<file path="config.mk">
export PLATFORM = sky130hd
export DESIGN_NAME = epiu_top
export DESIGN_NICKNAME = d
export VERILOG_FILES = /design/src/hw/epiu_pkg.sv /design/src/hw/epiu_top.sv /design/src/hw/epiu_sync.sv
export VERILOG_INCLUDE_DIRS = /design/src /design/src/hw
export SDC_FILE = /design/constraint.sdc
export NUM_CORES = 1
export LEC_CHECK = 0
export BUFFER_PORTS_ARGS = -buffer_cell sky130_fd_sc_hd__buf_2
export CORE_ASPECT_RATIO = 1.1
export CORE_UTILIZATION = 55
export CTS_CLUSTER_DIAMETER = 150
export CTS_CLUSTER_SIZE = 8
export DETAILED_ROUTE_END_ITERATION = 8
export HOLD_SLACK_MARGIN = 0.06
export PLACE_DENSITY_LB_ADDON = 0.2
export RECOVER_POWER = 50
export SKIP_CTS_REPAIR_TIMING = 1
export SYNTH_ARGS = -nofsm -noshare
export SYNTH_HDL_FRONTEND = slang
export SYNTH_SLANG_ARGS = --single-unit
</file>
<file path="constraint.sdc">
create_clock -name aclk -period 2.95 [get_ports aclk]
set_input_delay 0.295 -clock aclk [delete_from_list [all_inputs] [get_ports aclk]]
set_output_delay 0.295 -clock aclk [all_outputs]
set_load 0.01 [all_outputs]
</file>
<file path="src/hw/epiu_map.svh">
// Register indices, field positions, reset values and timing counts of the pin interrupt unit.
`ifndef EPIU_MAP_SVH
`define EPIU_MAP_SVH

// ======
// Register indices (byte address is four times the index)
`define EPIU_IDX_FLAGS     10'h01C
`define EPIU_IDX_ENABLE    10'h01D
`define EPIU_IDX_SENSE     10'h069
`define EPIU_IDX_MASK_LOW  10'h06B
`define EPIU_IDX_MASK_HIGH 10'h06C

// ======
// Field positions
`define EPIU_BIT_GROUP1    7
`define EPIU_BIT_GROUP0    6
`define EPIU_BIT_LINE      0
`define EPIU_FLAGS_USED    8'hC1
`define EPIU_SENSE_USED    8'h03

// ======
// Reset values
`define EPIU_RST_REG       8'h00

// ======
// Timing counts
`define EPIU_SYNC_ARM      2'h2

`endif

</file>
<file path="src/hw/epiu_pkg.sv">
// Types shared by the pin interrupt unit.
package epiu_pkg;

   // Line trigger selection held in the sense field.
   typedef enum logic [1:0] {
      EPIU_SENSE_LOW  = 2'h0,
      EPIU_SENSE_ANY  = 2'h1,
      EPIU_SENSE_FALL = 2'h2,
      EPIU_SENSE_RISE = 2'h3
   } epiu_sense_t;

   // One bit for each interrupt source, used for requests and acknowledges.
   typedef struct packed {
      logic group1;
      logic group0;
      logic line;
   } epiu_src_t;

   // Write channel state of the bus slave.
   typedef enum logic {
      EPIU_WR_IDLE = 1'b0,
      EPIU_WR_RESP = 1'b1
   } epiu_wr_state_t;

endpackage

</file>
<file path="src/hw/epiu_top.sv">
// Pin interrupt unit: sensing, flags, enables, requests and AXI4-Lite registers.
//
// Summary of operation
// - Sense field picks low, change, fall, rise.
// - Line sampled by clock; pulses over a cycle count.
// - Line request needs enable bit 0 and global.
// - Line triggers even when pin is an output.
// - Enable bit 7 arms change group 1 requests.
// - Enable bit 6 arms change group 0 requests.
// - Change on enabled high pins sets flag 7.
// - Change on enabled low pins sets flag 6.
// - Line trigger event sets flag bit 0.
// - Vector entry clears the matching flag.
// - Writing one clears a flag; zero keeps.
// - Line flag reads zero in low-level mode.
// - High mask bits gate pins 15..8 changes.
// - Low mask bits gate pins 7..0 changes.
// - Pin-change detection needs the aclk sampling clock.
// - Low-level detection also needs the aclk sampling clock.
`timescale 1ns/1ps
`include "epiu_map.svh"
module epiu_top import epiu_pkg::*; #(
   parameter int PINS = 8    // Pins in each change group.
) (
   input  wire logic            aclk,               // System clock, 40 MHz.
   input  wire logic            aresetn,            // Synchronous reset, active low.
   input  wire logic            dedicated_irq_line, // Dedicated interrupt pin level.
   input  wire logic [PINS-1:0] change_pins_high,   // Change pins 15..8.
   input  wire logic [PINS-1:0] change_pins_low,    // Change pins 7..0.
   input  wire logic            global_irq_enable,  // Global flag of cpu_status_reg.
   input  wire epiu_pkg::epiu_src_t vector_ack,     // Pulse: vector entered.
   output epiu_pkg::epiu_src_t  requests,           // Requests to the vector logic.
   output logic                 irq,                // Any request pending.
   input  wire logic [11:0]     s_axi_awaddr,       // Write address.
   input  wire logic            s_axi_awvalid,      // Write address valid.
   output logic                 s_axi_awready,      // Write address ready.
   input  wire logic [31:0]     s_axi_wdata,        // Write data.
   input  wire logic [3:0]      s_axi_wstrb,        // Write byte strobes.
   input  wire logic            s_axi_wvalid,       // Write data valid.
   output logic                 s_axi_wready,       // Write data ready.
   output logic [1:0]           s_axi_bresp,        // Write response.
   output logic                 s_axi_bvalid,       // Write response valid.
   input  wire logic            s_axi_bready,       // Write response ready.
   input  wire logic [11:0]     s_axi_araddr,       // Read address.
   input  wire logic            s_axi_arvalid,      // Read address valid.
   output logic                 s_axi_arready,      // Read address ready.
   output logic [31:0]          s_axi_rdata,        // Read data.
   output logic [1:0]           s_axi_rresp,        // Read response.
   output logic                 s_axi_rvalid,       // Read data valid.
   input  wire logic            s_axi_rready        // Read data ready.
);
   // Sampler width and the two response codes used by the bus slave.

   localparam int  SW       = 2 * PINS + 1;  // Pins watched by the sampler.
   localparam logic [1:0] RESP_OKAY   = 2'h0;
   localparam logic [1:0] RESP_SLVERR = 2'h2;

   // ======
   // Declarations
   // ======
   logic [7:0]      ext_irq_flags;          // Sticky flags, bits 7, 6 and 0.
   logic [7:0]      ext_irq_enable_mask;    // Source enables, same layout.
   logic [7:0]      ext_irq_sense_control;  // Line sense field in bits 1:0.
   logic [PINS-1:0] pin_change_mask_low;    // Per-pin enables, pins 7..0.
   logic [PINS-1:0] pin_change_mask_high;   // Per-pin enables, pins 15..8.
   logic [7:0]      next_flags;             // Flag value for the next edge.
   logic [SW-1:0]   smp_level;              // Synchronised levels.
   logic [SW-1:0]   smp_change;             // Changes per pin.
   logic [SW-1:0]   smp_rise;               // Rising edges per pin.
   logic [SW-1:0]   smp_fall;               // Falling edges per pin.
   epiu_sense_t     sense;                  // Decoded line sense.
   logic            line_event;             // Line trigger event this cycle.
   logic            line_low;               // Synchronised line is low.
   logic            grp1_event;             // Unmasked change on pins 15..8.
   logic            grp0_event;             // Unmasked change on pins 7..0.
   epiu_src_t       next_req;               // Request value for the next edge.
   epiu_wr_state_t  wr_state;               // Write channel state.
   epiu_wr_state_t  next_wr_state;          // Next write channel state.
   logic            aw_held;                // Write address taken.
   logic            w_held;                 // Write data taken.
   logic            next_aw_held;           // Next value of aw_held.
   logic            next_w_held;            // Next value of w_held.
   logic [9:0]      aw_idx;                 // Held write register index.
   logic [7:0]      w_byte;                 // Held low write byte.
   logic            w_lane0;                // Held strobe of byte lane 0.
   logic            wr_do;                  // Perform the held write now.
   logic            wr_hit;                 // Held write index is mapped.

   // ======
   // Helper functions
   // ======
   // Tells whether a register index belongs to the block.
   function automatic logic idx_mapped(input logic [9:0] idx);
      idx_mapped = (idx == `EPIU_IDX_FLAGS) || (idx == `EPIU_IDX_ENABLE) ||
                   (idx == `EPIU_IDX_SENSE) || (idx == `EPIU_IDX_MASK_LOW) ||
                   (idx == `EPIU_IDX_MASK_HIGH);
   endfunction

   // Tells whether a held write targets the given index with lane 0 on.
   function automatic logic wr_to(input logic [9:0] idx);
      wr_to = wr_do && w_lane0 && (aw_idx == idx);
   endfunction

   // ======
   // Pin sampling
   // ======
   // The line pad is read whatever the pin direction, so software driving
   // the pin as an output still triggers the line.
   epiu_sync #(
      .W (SW)
   ) u_sync (
      .aclk    (aclk),
      .aresetn (aresetn),
      .pin_in  ({dedicated_irq_line, change_pins_high, change_pins_low}),
      .level   (smp_level),
      .change  (smp_change),
      .rise    (smp_rise),
      .fall    (smp_fall)
   );

   // ======
   // Event detection
   // ======
   assign sense    = epiu_sense_t'(ext_irq_sense_control[1:0]);
   assign line_low = !smp_level[SW-1];

   // Selects the line trigger from the sense field.
   // Edges and the low level both come from the clocked sampler, so no path
   // stays usable for wake-up logic that gates this clock.
   always_comb begin
      unique case (sense)
         EPIU_SENSE_LOW:  line_event = 1'b0;
         EPIU_SENSE_ANY:  line_event = smp_change[SW-1];
         EPIU_SENSE_FALL: line_event = smp_fall[SW-1];
         EPIU_SENSE_RISE: line_event = smp_rise[SW-1];
      endcase
   end

   // Per-pin masks gate changes before the group OR; detection depends on
   // no pin clock, only on the sampling clock of this block.
   assign grp1_event = |(smp_change[2*PINS-1:PINS] & pin_change_mask_high);
   assign grp0_event = |(smp_change[PINS-1:0] & pin_change_mask_low);

   // ======
   // Interrupt flags
   // ======
   // Clears by write of one or by vector entry; a set in the same cycle wins.
   always_comb begin
      next_flags = ext_irq_flags;
      if (wr_to(`EPIU_IDX_FLAGS)) begin
         next_flags = next_flags & ~w_byte;
      end
      if (vector_ack.group1) begin
         next_flags[`EPIU_BIT_GROUP1] = 1'b0;
      end
      if (vector_ack.group0) begin
         next_flags[`EPIU_BIT_GROUP0] = 1'b0;
      end
      if (vector_ack.line) begin
         next_flags[`EPIU_BIT_LINE] = 1'b0;
      end
      if (grp1_event) begin
         next_flags[`EPIU_BIT_GROUP1] = 1'b1;
      end
      if (grp0_event) begin
         next_flags[`EPIU_BIT_GROUP0] = 1'b1;
      end
      if (line_event) begin
         next_flags[`EPIU_BIT_LINE] = 1'b1;
      end
      if (sense == EPIU_SENSE_LOW) begin
         next_flags[`EPIU_BIT_LINE] = 1'b0;
      end
      next_flags = next_flags & `EPIU_FLAGS_USED;
   end

   // Stores the flags.
   always_ff @(posedge aclk) begin
      if (!aresetn) begin
         ext_irq_flags <= `EPIU_RST_REG;
      end else begin
         ext_irq_flags <= next_flags;
      end
   end

   // ======
   // Requests to the vector logic
   // ======
   // Each source needs its enable bit and the global flag.
   always_comb begin
      next_req.group1 = ext_irq_flags[`EPIU_BIT_GROUP1] &
                        ext_irq_enable_mask[`EPIU_BIT_GROUP1] & global_irq_enable;
      next_req.group0 = ext_irq_flags[`EPIU_BIT_GROUP0] &
                        ext_irq_enable_mask[`EPIU_BIT_GROUP0] & global_irq_enable;
      // In low-level mode the request follows the line and stays only while
      // the driver keeps it low.
      if (sense == EPIU_SENSE_LOW) begin
         next_req.line = line_low;
      end else begin
         next_req.line = ext_irq_flags[`EPIU_BIT_LINE];
      end
      next_req.line = next_req.line & ext_irq_enable_mask[`EPIU_BIT_LINE] &
                      global_irq_enable;
   end

   // Registers the requests and the summary output.
   always_ff @(posedge aclk) begin
      if (!aresetn) begin
         requests <= '0;
         irq      <= 1'b0;
      end else begin
         requests <= next_req;
         irq      <= |next_req;
      end
   end

   // ======
   // Control registers
   // ======
   // Software writes the enables, sense field and pin masks through lane 0.
   always_ff @(posedge aclk) begin
      if (!aresetn) begin
         ext_irq_enable_mask   <= `EPIU_RST_REG;
         ext_irq_sense_control <= `EPIU_RST_REG;
         pin_change_mask_low   <= '0;
         pin_change_mask_high  <= '0;
      end else begin
         if (wr_to(`EPIU_IDX_ENABLE)) begin
            ext_irq_enable_mask <= w_byte & `EPIU_FLAGS_USED;
         end
         if (wr_to(`EPIU_IDX_SENSE)) begin
            ext_irq_sense_control <= w_byte & `EPIU_SENSE_USED;
         end
         if (wr_to(`EPIU_IDX_MASK_LOW)) begin
            pin_change_mask_low <= w_byte[PINS-1:0];
         end
         if (wr_to(`EPIU_IDX_MASK_HIGH)) begin
            pin_change_mask_high <= w_byte[PINS-1:0];
         end
      end
   end

   // ======
   // AXI4-Lite write channel
   // ======
   assign wr_do  = (wr_state == EPIU_WR_IDLE) && aw_held && w_held;
   assign wr_hit = idx_mapped(aw_idx);

   // Address and data are taken in either order, then written together.
   always_comb begin
      next_aw_held  = aw_held | (s_axi_awvalid & s_axi_awready);
      next_w_held   = w_held | (s_axi_wvalid & s_axi_wready);
      next_wr_state = wr_state;
      unique case (wr_state)
         EPIU_WR_IDLE: begin
            if (wr_do) begin
               next_wr_state = EPIU_WR_RESP;
               next_aw_held  = 1'b0;
               next_w_held   = 1'b0;
            end
         end
         EPIU_WR_RESP: begin
            if (s_axi_bready) begin
               next_wr_state = EPIU_WR_IDLE;
            end
         end
      endcase
   end

   // Holds the write channel state and handshake outputs.
   always_ff @(posedge aclk) begin
      if (!aresetn) begin
         wr_state      <= EPIU_WR_IDLE;
         aw_held       <= 1'b0;
         w_held        <= 1'b0;
         s_axi_awready <= 1'b0;
         s_axi_wready  <= 1'b0;
         s_axi_bvalid  <= 1'b0;
         s_axi_bresp   <= RESP_OKAY;
      end else begin
         wr_state      <= next_wr_state;
         aw_held       <= next_aw_held;
         w_held        <= next_w_held;
         s_axi_awready <= !next_aw_held && (next_wr_state == EPIU_WR_IDLE);
         s_axi_wready  <= !next_w_held && (next_wr_state == EPIU_WR_IDLE);
         if (wr_do) begin
            s_axi_bvalid <= 1'b1;
            s_axi_bresp  <= wr_hit ? RESP_OKAY : RESP_SLVERR;
         end else if (s_axi_bready) begin
            s_axi_bvalid <= 1'b0;
         end
      end
   end

   // Captures the write address and data as each is taken.
   always_ff @(posedge aclk) begin
      if (!aresetn) begin
         aw_idx  <= '0;
         w_byte  <= '0;
         w_lane0 <= 1'b0;
      end else begin
         if (s_axi_awvalid && s_axi_awready) begin
            aw_idx <= s_axi_awaddr[11:2];
         end
         if (s_axi_wvalid && s_axi_wready) begin
            w_byte  <= s_axi_wdata[7:0];
            w_lane0 <= s_axi_wstrb[0];
         end
      end
   end

   // ======
   // AXI4-Lite read channel
   // ======
   // Reads have no side effect; unused upper bits read zero.
   always_ff @(posedge aclk) begin
      if (!aresetn) begin
         s_axi_arready <= 1'b0;
         s_axi_rvalid  <= 1'b0;
         s_axi_rdata   <= '0;
         s_axi_rresp   <= RESP_OKAY;
      end else if (s_axi_rvalid) begin
         if (s_axi_rready) begin
            s_axi_rvalid  <= 1'b0;
            s_axi_arready <= 1'b1;
         end
      end else if (s_axi_arvalid && s_axi_arready) begin
         s_axi_arready <= 1'b0;
         s_axi_rvalid  <= 1'b1;
         s_axi_rresp   <= idx_mapped(s_axi_araddr[11:2]) ? RESP_OKAY : RESP_SLVERR;
         unique case (s_axi_araddr[11:2])
            `EPIU_IDX_FLAGS:     s_axi_rdata <= {24'h0, ext_irq_flags};
            `EPIU_IDX_ENABLE:    s_axi_rdata <= {24'h0, ext_irq_enable_mask};
            `EPIU_IDX_SENSE:     s_axi_rdata <= {24'h0, ext_irq_sense_control};
            `EPIU_IDX_MASK_LOW:  s_axi_rdata <= {{(32-PINS){1'b0}}, pin_change_mask_low};
            `EPIU_IDX_MASK_HIGH: s_axi_rdata <= {{(32-PINS){1'b0}}, pin_change_mask_high};
            default:             s_axi_rdata <= 32'h0000_0000;
         endcase
      end else begin
         s_axi_arready <= 1'b1;
      end
   end

endmodule

</file>
<file path="src/hw/epiu_sync.sv">
// Pin sampler: two-stage synchroniser, previous sample and change detection.
`timescale 1ns/1ps
module epiu_sync import epiu_pkg::*; #(
   parameter int W = 17
) (
   input  wire logic         aclk,     // System clock.
   input  wire logic         aresetn,  // Synchronous reset, active low.
   input  wire logic [W-1:0] pin_in,   // Raw pin levels.
   output logic      [W-1:0] level,    // Synchronised pin levels.
   output logic      [W-1:0] change,   // Any change since the previous sample.
   output logic      [W-1:0] rise,     // Low to high since the previous sample.
   output logic      [W-1:0] fall      // High to low since the previous sample.
);

   logic [W-1:0] meta;   // First stage, read only by the second stage.
   logic [W-1:0] prev;   // Previous synchronised sample.
   logic [1:0]   arm;    // Counts stages filled since reset.
   logic         armed;  // Sampler holds real pin values.

   // ======
   // Sampling chain
   // The pins are sampled by the clock before any edge is looked at.
   always_ff @(posedge aclk) begin
      if (!aresetn) begin
         meta  <= '0;
         level <= '0;
         prev  <= '0;
      end else begin
         meta  <= pin_in;
         level <= meta;
         prev  <= level;
      end
   end

   // Holds off detection two cycles, one short of the full chain, so a pin high at reset still shows one change.
   always_ff @(posedge aclk) begin
      if (!aresetn) begin
         arm <= 2'h0;
      end else if (arm != `EPIU_SYNC_ARM) begin
         arm <= arm + 2'h1;
      end
   end

   assign armed  = (arm == `EPIU_SYNC_ARM);
   // A change is a difference between the current and previous sample.
   assign change = (level ^ prev) & {W{armed}};
   assign rise   = change & level;
   assign fall   = change & prev;

endmodule

</file>
==> results.json <==
{
  "run_status": "finished with violations",
  "violations": "max-capacitance violations, max-slew violations",
  "yosys.area.top_type": "dfxtp_1",
  "synthCells": 475,
  "critPathArrivalTime_ps": 2470,
  "place_congestion": 0.7926,
  "holdCritPathClass": "input pin to flip-flop",
  "post-route-period-util": 0.7377,
  "ys_ff_latch": 118,
  "fin_skew_ps": 8.695,
  "timing.rr.end": "pin_change_mask_high[7]",
  "fin_ws_ps": 773.9,
  "dieWidth_um": 88.51,
  "relSlewSlack": -0.2877,
  "rrSetupSlack_ps": 770,
  "synth_cell_type_count": 47,
  "r2r-start": "aw_idx[7]",
  "clkLatencyLatePin_ps": 500,
  "grt_pass1_vias": 3172,
  "grt_overflow_total": 0,
  "area_delta_synth_final_pct": 29.10,
  "worst_ir_drop_vdd_mv": 0.4523,
  "async_flop_share": 0,
  "min_to": "w_byte[2]",
  "drv_cap": 2,
  "htreeDepth": 4,
  "synthTopCellsByArea": "dfxtp_1, and2_1, a21oi_1",
  "fin_crit_ps": 2176,
  "hold_violations": 0,
  "clock_sinks": 118,
  "drt_first_pass_iters": 5,
  "p_per_area_mw_per_mm2": 710.3,
  "dr_total_vias": 3635,
  "endpoint_kind": "flip-flop",
  "hp-start": "s_axi_wdata[2]",
  "place_inst": 640,
  "synth_warnings": 0,
  "io-pin-count": 133,
  "antenna_found_initial": 0,
  "antenna_cells": 0,
  "coreArea_sq_mm": 0.007955,
  "cts_tree": "built",
  "drc_errors": 0,
  "port-buffer-count": 75,
  "syn-cell-area_sq_mm": 0.004528,
  "grt_max_degree": 53,
  "final-instance-count-excl-fill": 706,
  "clock.fmax_mhz": 459.5,
  "clkTransAtPathRegs_ps": 60,
  "drtIter0Drc": 241,
  "final_max_slew_viol_count": 97,
  "die_h_um": 97.17,
  "cts_max_path_buffers": 2,
  "reg2reg_depth": 4,
  "leakagePower_nw": 2.525,
  "fill_cells": 589,
  "seq_area_frac_synth": 0.5217,
  "die_area_sq_mm": 0.008600,
  "tightest_slew_ps": 1932,
  "viasPerCell": 5.149,
  "startpoint_type": "flip-flop",
  "start_util": 0.5692,
  "crit_type": "flip-flop to flip-flop",
  "grt_first_pass_wirelength_um": 14520,
  "post_route_cells_drive_above_1_share": 0.1806,
  "grt.total_usage": 0.2198,
  "antenna_left": 0,
  "holdPathStages": 3,
  "hpwlAfterDp_um": 6023,
  "cp_max_fo": 8,
  "rows": 34,
  "rsz0062_at_grt": "no",
  "synth_top_area_frac": 0.5217,
  "finalSetupViolCount": 0,
  "pre_cts_ws_ps": 909.7,
  "synth_edf_count": 0,
  "drt-total-wl_um": 9253,
  "finalSetupTns_ps": 0,
  "cts_buffers": 17,
  "cts_root_buffer": "clkbuf_8",
  "fin_nets": 674,
  "yosys_most_used_dff": "dfxtp_1",
  "syn_area_per_cell_sq_um": 9.533,
  "wl_per_cell_um": 13.11,
  "cp.required_ps": 3250
}
flip-flops by register name, indices dropped and copies added (netlist names), 2 cells and up:
name and count:
u_sync.level 17, u_sync.meta 17, u_sync.prev 17, aw_idx 10, pin_change_mask_high 8, pin_change_mask_low 8, s_axi_rdata 8, w_byte 8
ext_irq_enable_mask 3, ext_irq_flags 3, requests 3, ext_irq_sense_control 2, u_sync.arm 2
worst max-delay path: stages (launching register included):
cell	delay, ps
dfxtp_1	320
or4b_1	560
or4_1	740
mux2i_1	280
nor2_1	70
how the worst max path moves through the flow:
stage              start                       to  cells after the start
6_report       aw_idx[7]  pin_change_mask_high[7]                      4
4_1_cts        aw_idx[7]  pin_change_mask_high[7]                      4
2_1_floorplan  aw_idx[7]  pin_change_mask_high[0]                      5
3_5_place_dp   aw_idx[7]  pin_change_mask_high[2]                      4
3_3_place_gp   aw_idx[7]  pin_change_mask_high[5]                      4
5_1_grt          aresetn             s_axi_wready                      4
cell usage after synthesis (5+ instances only):
master / number
dfxtp_1: 118
a22oi_1: 11
and3b_1: 5
clkbuf_1: 17
mux2i_1: 13
o21ai_0: 16
nand2_1: 53
xor2_1: 17
buf_4: 26
nand3_1: 16
and2_1: 54
a21oi_1: 40
nor2_1: 22
a22o_1: 13
kinds of logic (layout without fill, tap and decap cells):
logic type / Yosys count / after routing / synth area share
buf+inv: 48 / 146 / 0.06300
mux: 15 / 15 / 0.03371
simple gates: 181 / 181 / 0.2164
fa+ha+maj: 1 / 1 / 0.002763
compound gates: 94 / 94 / 0.1288
flops: 118 / 118 / 0.5217
other cells: 1 / 26 / 0.0008282
xor+xnor: 17 / 17 / 0.03288
area by class of cell:
class	count	area, sq um	area share
clock buffers	18	417.9	0.07149
clock inverters	14	224.0	0.03831
inverters	3	11.26	0.001926
multi-input cells	334	1974	0.3378
flip-flops and latches	118	2362	0.4041
well taps	108	135.1	0.02312
repair buffers	111	720.7	0.1233
power by group:
| group | switching [W] | internal, W |
|---|---|---|
| logic | 0.000142 | 0.000126 |
| clock network | 0.000718 | 0.00147 |
| registers | 0.0000416 | 0.00166 |
| total | 0.000902 | 0.00325 |
metrics by stage:
stage | hold WS (ps) | power, W | utilization | cell area (sq um)
3_3_place_gp | 413.4 | 0.001951 | 0.6126 | 4873
6_report | 43.55 | 0.004152 | 0.7348 | 5846
3_5_place_dp | 419.3 | 0.001965 | 0.6126 | 4873
2_1_floorplan | 411.9 | 0.001905 | - | 4622
4_1_cts | -19.08 | 0.004140 | 0.6933 | 5515
5_1_grt | 61.12 | 0.004310 | 0.7348 | 5846
per-layer routing:
layer  part of all wire  wire, um  global-route usage
met4              0.017       155             0.08933
met3              0.054       501             0.06117
met5                  0         0                   0
met2               0.48      4410              0.3290
met1               0.45      4186              0.2972
layout by cell type (no fill, tap or decap), types with 3 or more instances in the layout:
master         instances
xor2_1                17
bufinv_16              5
buf_2                 73
nor2b_1                3
nor2_1                22
and3b_1                5
nand3_1               16
a22oi_1               11
nand4_1                4
clkbuf_1               5
a211oi_1               3
o21ai_0               16
and2_0                20
inv_1                  3
nand2b_1               4
clkinv_4               5
nand3b_1               4
clkbuf_16             16
nand2_1               53
nor3_1                 3
conb_1                26
mux2i_1               13
and2_1                34
a22o_1                13
dfxtp_1              118
a21oi_1               40
dlygate4sd3_1         34
Note: power is estimated with default switching activity, not from simulation.
